--- src/core/io_decode_regs.vh ---
// Constants for the host I/O decode slice: address bus width and port addresses.
// Assumes an 11-bit I/O address bus and active-low bus strobes.
// What this block does
// - Decode processor cycles only while address enable is low.
// - A low read or write strobe marks an active access.
// - DMA channel 2 acknowledge is active low.
// - High system reset holds reset state; low resumes operation.
// - Write to 378 or 3BC hex pulses printer data latch low.
// - Read of 201 hex holds joystick read strobe low throughout the read.
// - Write to 201 hex drives joystick trigger low.
// - Provide enable for external transceiver on the eight data lines.
// - Range select high picks 378-37A hex, low picks 3BC-3BF hex.
// - Printer enable low suppresses every printer decode and strobe.
`ifndef IO_DECODE_REGS_VH
`define IO_DECODE_REGS_VH
`define ADDR_W 11
`define JOY_ADDR 11'h201
`define LPT_PRI_BASE 11'h378
`define LPT_PRI_LAST 11'h37A
`define LPT_ALT_BASE 11'h3BC
`define LPT_ALT_LAST 11'h3BF
`endif

--- src/core/addr_range_match.v ---
// Inclusive address range comparator.
// Assumes address and bounds share one width.
`timescale 1ns/1ps
`default_nettype none
module addr_range_match #(
  parameter [10:0] LOW = 11'h000,
  parameter [10:0] HIGH = 11'h000
) (
  input wire [10:0] addr,
  output wire hit
);
  assign hit = (addr >= LOW) && (addr <= HIGH);
endmodule
`default_nettype wire

--- src/core/io_bus_decode.v ---
// Host bus qualification and decode for printer latch, joystick port and transceiver.
// Assumes bus inputs already synchronous to clock; outputs lag the bus by one cycle.
`timescale 1ns/1ps
`default_nettype none
`include "io_decode_regs.vh"
module io_bus_decode (
  input wire clock,
  input wire rst_b,
  input wire sys_reset,
  input wire [10:0] addr,
  input wire aen_n,
  input wire ior_n,
  input wire iow_n,
  input wire dack2_n,
  input wire printer_port_enable,
  input wire printer_range_select,
  output reg printer_data_latch_n,
  output reg joystick_read_n,
  output reg joystick_trigger_n,
  output reg transceiver_enable_n,
  output reg transceiver_to_bus,
  output reg dma2_active,
  output reg io_active_n
);

  // Printer decode windows, one comparator each
  localparam N_RANGE = 2;
  localparam RANGE_PRI = 0;
  localparam RANGE_ALT = 1;

  wire [N_RANGE-1:0] range_hit;
  wire in_reset;
  wire cpu_cycle;
  wire rd;
  wire wr;
  reg lpt_hit;
  reg lpt_data;
  reg joy_hit;
  reg own_hit;
  reg printer_data_latch_n_nxt;
  reg joystick_read_n_nxt;
  reg joystick_trigger_n_nxt;
  reg transceiver_enable_n_nxt;
  reg transceiver_to_bus_nxt;
  reg dma2_active_nxt;
  reg io_active_n_nxt;

  genvar i;
  generate
    for (i = 0; i < N_RANGE; i = i + 1)
    begin : range_gen
      addr_range_match #(
        .LOW(i == RANGE_PRI ? `LPT_PRI_BASE : `LPT_ALT_BASE),
        .HIGH(i == RANGE_PRI ? `LPT_PRI_LAST : `LPT_ALT_LAST)
      ) range_match (
        .addr(addr),
        .hit(range_hit[i])
      );
    end
  endgenerate

  // Bus qualification
  assign in_reset = sys_reset || !rst_b;
  assign cpu_cycle = !aen_n;
  assign rd = cpu_cycle && !ior_n;
  assign wr = cpu_cycle && !iow_n;

  // Range chosen by select, printer hits gated by enable; joystick hit is not
  always @*
  begin
    lpt_hit = 1'b0;
    lpt_data = 1'b0;
    joy_hit = 1'b0;
    own_hit = 1'b0;
    if (printer_port_enable)
    begin
      if (printer_range_select)
      begin
        lpt_hit = range_hit[RANGE_PRI];
        lpt_data = (addr == `LPT_PRI_BASE);
      end
      else
      begin
        lpt_hit = range_hit[RANGE_ALT];
        lpt_data = (addr == `LPT_ALT_BASE);
      end
    end
    if (addr == `JOY_ADDR)
    begin
      joy_hit = 1'b1;
    end
    if ((lpt_hit || joy_hit) && (rd || wr))
    begin
      own_hit = 1'b1;
    end
  end

  // Printer data latch strobe
  always @*
  begin
    if (wr && lpt_data)
    begin
      printer_data_latch_n_nxt = 1'b0;
    end
    else
    begin
      printer_data_latch_n_nxt = 1'b1;
    end
  end

  // Joystick read strobe, held for the whole read
  always @*
  begin
    if (rd && joy_hit)
    begin
      joystick_read_n_nxt = 1'b0;
    end
    else
    begin
      joystick_read_n_nxt = 1'b1;
    end
  end

  // Joystick one-shot trigger
  always @*
  begin
    if (wr && joy_hit)
    begin
      joystick_trigger_n_nxt = 1'b0;
    end
    else
    begin
      joystick_trigger_n_nxt = 1'b1;
    end
  end

  // Transceiver only for our own decoded cycles
  always @*
  begin
    if (own_hit)
    begin
      transceiver_enable_n_nxt = 1'b0;
    end
    else
    begin
      transceiver_enable_n_nxt = 1'b1;
    end
  end

  // Direction toward system bus on reads
  always @*
  begin
    if (rd)
    begin
      transceiver_to_bus_nxt = 1'b1;
    end
    else
    begin
      transceiver_to_bus_nxt = 1'b0;
    end
  end

  // DMA channel 2 acknowledge seen
  always @*
  begin
    if (!dack2_n)
    begin
      dma2_active_nxt = 1'b1;
    end
    else
    begin
      dma2_active_nxt = 1'b0;
    end
  end

  // Any bus strobe low, regardless of address enable
  always @*
  begin
    if (!ior_n || !iow_n)
    begin
      io_active_n_nxt = 1'b0;
    end
    else
    begin
      io_active_n_nxt = 1'b1;
    end
  end

  // Decode strobes
  always @(posedge clock)
  begin
    if (in_reset)
    begin
      printer_data_latch_n <= 1'b1;
      joystick_read_n <= 1'b1;
      joystick_trigger_n <= 1'b1;
    end
    else
    begin
      printer_data_latch_n <= printer_data_latch_n_nxt;
      joystick_read_n <= joystick_read_n_nxt;
      joystick_trigger_n <= joystick_trigger_n_nxt;
    end
  end

  // Transceiver control and bus status
  always @(posedge clock)
  begin
    if (in_reset)
    begin
      transceiver_enable_n <= 1'b1;
      transceiver_to_bus <= 1'b0;
      dma2_active <= 1'b0;
      io_active_n <= 1'b1;
    end
    else
    begin
      transceiver_enable_n <= transceiver_enable_n_nxt;
      transceiver_to_bus <= transceiver_to_bus_nxt;
      dma2_active <= dma2_active_nxt;
      io_active_n <= io_active_n_nxt;
    end
  end

endmodule
`default_nettype wire

--- config.mk ---
export PLATFORM = sky130hd
export DESIGN_NAME = io_bus_decode
export DESIGN_NICKNAME = d
export VERILOG_FILES = /design/src/core/addr_range_match.v /design/src/core/io_bus_decode.v
export VERILOG_INCLUDE_DIRS = /design/src /design/src/core
export SDC_FILE = /design/constraint.sdc
export NUM_CORES = 1
export LEC_CHECK = 0
export BUFFER_PORTS_ARGS = -buffer_cell sky130_fd_sc_hd__buf_2
export CAP_MARGIN = 20
export CORE_AREA = 4 4 41 43
export DETAILED_ROUTE_END_ITERATION = 12
export DIE_AREA = 0 0 45 47
export HOLD_SLACK_MARGIN = 0.15
export SLEW_MARGIN = 20
export SYNTH_ARGS = -nofsm -noshare
export SYNTH_HDL_FRONTEND = slang
export SYNTH_SLANG_ARGS = --single-unit
--- constraint.sdc ---
create_clock -name clock -period 2.07 [get_ports clock]
set_input_delay 0.414 -clock clock [delete_from_list [all_inputs] [get_ports clock]]
set_output_delay 0.414 -clock clock [all_outputs]
set_load 0.05 [all_outputs]
==> flow_metrics.tcl <==
set metrics [dict create \
    core-area_sq_mm 0.00130 \
    die_w_um 45 \
    final_cell_mix "26 x buf_2, 7 x dfxtp_1, 5 x nand2_1" \
    grt_pass1_vias 336 \
    diodes 0 \
    finalWeightedCongestion 0.691 \
    cp.required_ns 2.18 \
    dieArea_sq_mm 0.00212 \
    outcome "completed" \
    via_per_inst 4.38 \
    yosys_warnings 0 \
    worstSetupPathType "input pin to register" \
    ios 27 \
    postCtsHoldBufs 0 \
    ys_seq_area_share_pct 46.1 \
    critPathCaptureType "register" \
    maxSlewHeadroom_pct 75.2 \
    h-tree-depth 1 \
    worstMarginPinSlew_ns 0.363 \
    synth_top_cell_by_area "dfxtp_1" \
    firstDrtPassIters 4 \
    final_nets 83 \
    hold_class "input pin to register" \
    die_h_um 47 \
    portBuffers 26 \
    area_growth_pct 57.6 \
    cts_tree "yes" \
    syn-num-nets 52 \
    grt_pass1_wl_mm 1.13 \
    fill_cells 157 \
    clockBufferDepth 2 \
    placed_cells 73 \
    start_util_pct 23.4 \
    hold_viol 0 \
    power_density_mw_per_mm2 626 \
    p_leak_uw 0.000211 \
    drt.antenna.violating_nets 0 \
    synth_area_sq_um 304 \
    path_max_fanout 4 \
    cts_sinks 7 \
    wire_per_inst_um 9.43 \
    ys_ff_latch 7 \
    placed_area_sq_um 453 \
    fp-row-count 13 \
    drt_wl_total_um 726 \
    final_common_cell "buf_2" \
    maxSlewViolCount 0 \
    critical_path_arrival_ns 1.67 \
    startpoint_type "input pin" \
    overflow 0 \
    peakVddDrop_v 0.000166 \
    drtIter0Drc 1 \
    grt_max_degree 5 \
    root_buffer "clkbuf_4" \
    report.final.setup_viol 0 \
    clkSlewWorstSetupHoldPaths_ns 0.05 \
    fin_cells 77 \
    fin_crit_sh_pct 75.4 \
    design_area_sq_um 479 \
    syn_inst 32 \
    syn_avg_cell_area_sq_um 9.50 \
    vias 337 \
    synth_top_cell_area_share_pct 46.1 \
    rsz0062_at_grt "no" \
    fmax_mhz 640 \
    grt_use_total_pct 7.52 \
    netlist_top_cells_area "dfxtp_1 46%, nor4bb_1 6.6%, nand2_1 6.2%, nand2b_1 6.2%, nor3_1 4.9%" \
    finalCriticalPeriod_ns 1.56 \
    antenna_found_initial 0 \
    maxCapViolations 0 \
    post_cts_buffers 0 \
    finalSetupTns_ns 0 \
    synth_cell_type_count 15 \
    ctsResizeCount 0 \
    route.detailed.drc 0 \
    drive_above_1_share_pct 51.6 \
    numCtsBuffers 3 \
]
## metal layers
layer	vias up	wire length (um)	track usage [%]
li1	177	-	-
met1	142	293	8.47
met2	18	346	12.1
met3	0	86	1.15
met4	0	0	7.02
met5	-	0	0
## per-stage QoR
stage	total power, uW	util (%)	setup WS [ns]	hold slack [ns]
6_report	300	36.8	0.508	0.326
5_1_grt	323	36.8	0.468	0.323
4_1_cts	306	36.8	0.526	0.320
3_5_place_dp	186	34.8	0.267	0.578
3_3_place_gp	186	34.8	0.288	0.581
2_1_floorplan	161	-	0.412	0.486
## final timing paths
check / startpoint / end / depth (start not counted)
hold / removal: dack2_n / dma2_active / 2
setup / recovery: sys_reset / transceiver_enable_n / 5
## cell type report
| cell class | count | area (sq um) | area share [%] |
|---|---|---|---|
| Clock buffer | 4 | 26.3 | 5.48 |
| Multi-Input combinational cell | 25 | 164 | 34.2 |
| Sequential cell | 7 | 140 | 29.2 |
| Tap cell | 15 | 18.8 | 3.92 |
| Timing Repair Buffer | 26 | 130 | 27.2 |
## where the power goes
group	total (uW)	internal [uW]	switching (uW)
registers	138	137	0.417
clock network	116	73.1	43.3
logic	45.7	22.2	23.5
## Yosys cell counts
cell	instances
or4b_4	1
or3_1	1
a2111oi_0	1
nand3_1	1
o21ai_0	2
dfxtp_1	7
nor4b_1	1
nand2_1	5
nor4bb_1	2
nor3_1	3
a21bo_2	1
nand2b_1	3
nor2_1	2
or4_1	1
nand2b_4	1
## kinds of logic after synthesis
logic type,after synthesis,share of synthesized area (%)
AOI/OAI and AO/OA,4,9.47
DFF,7,46.1
and+or+nand+nor,21,44.4
## flip-flops by register name, summed over array words and instances (netlist names)
name	count
joystick_trigger_n	1
transceiver_to_bus	1
joystick_read_n	1
transceiver_enable_n	1
dma2_active	1
io_active_n	1
printer_data_latch_n	1
## worst max-delay path: stages
cell and delay (ns):
buf_2 0.09, nand2b_4 0.14, or4b_4 0.49, a2111oi_0 0.39, o21ai_0 0.14
(Power assumes the default switching activity.)
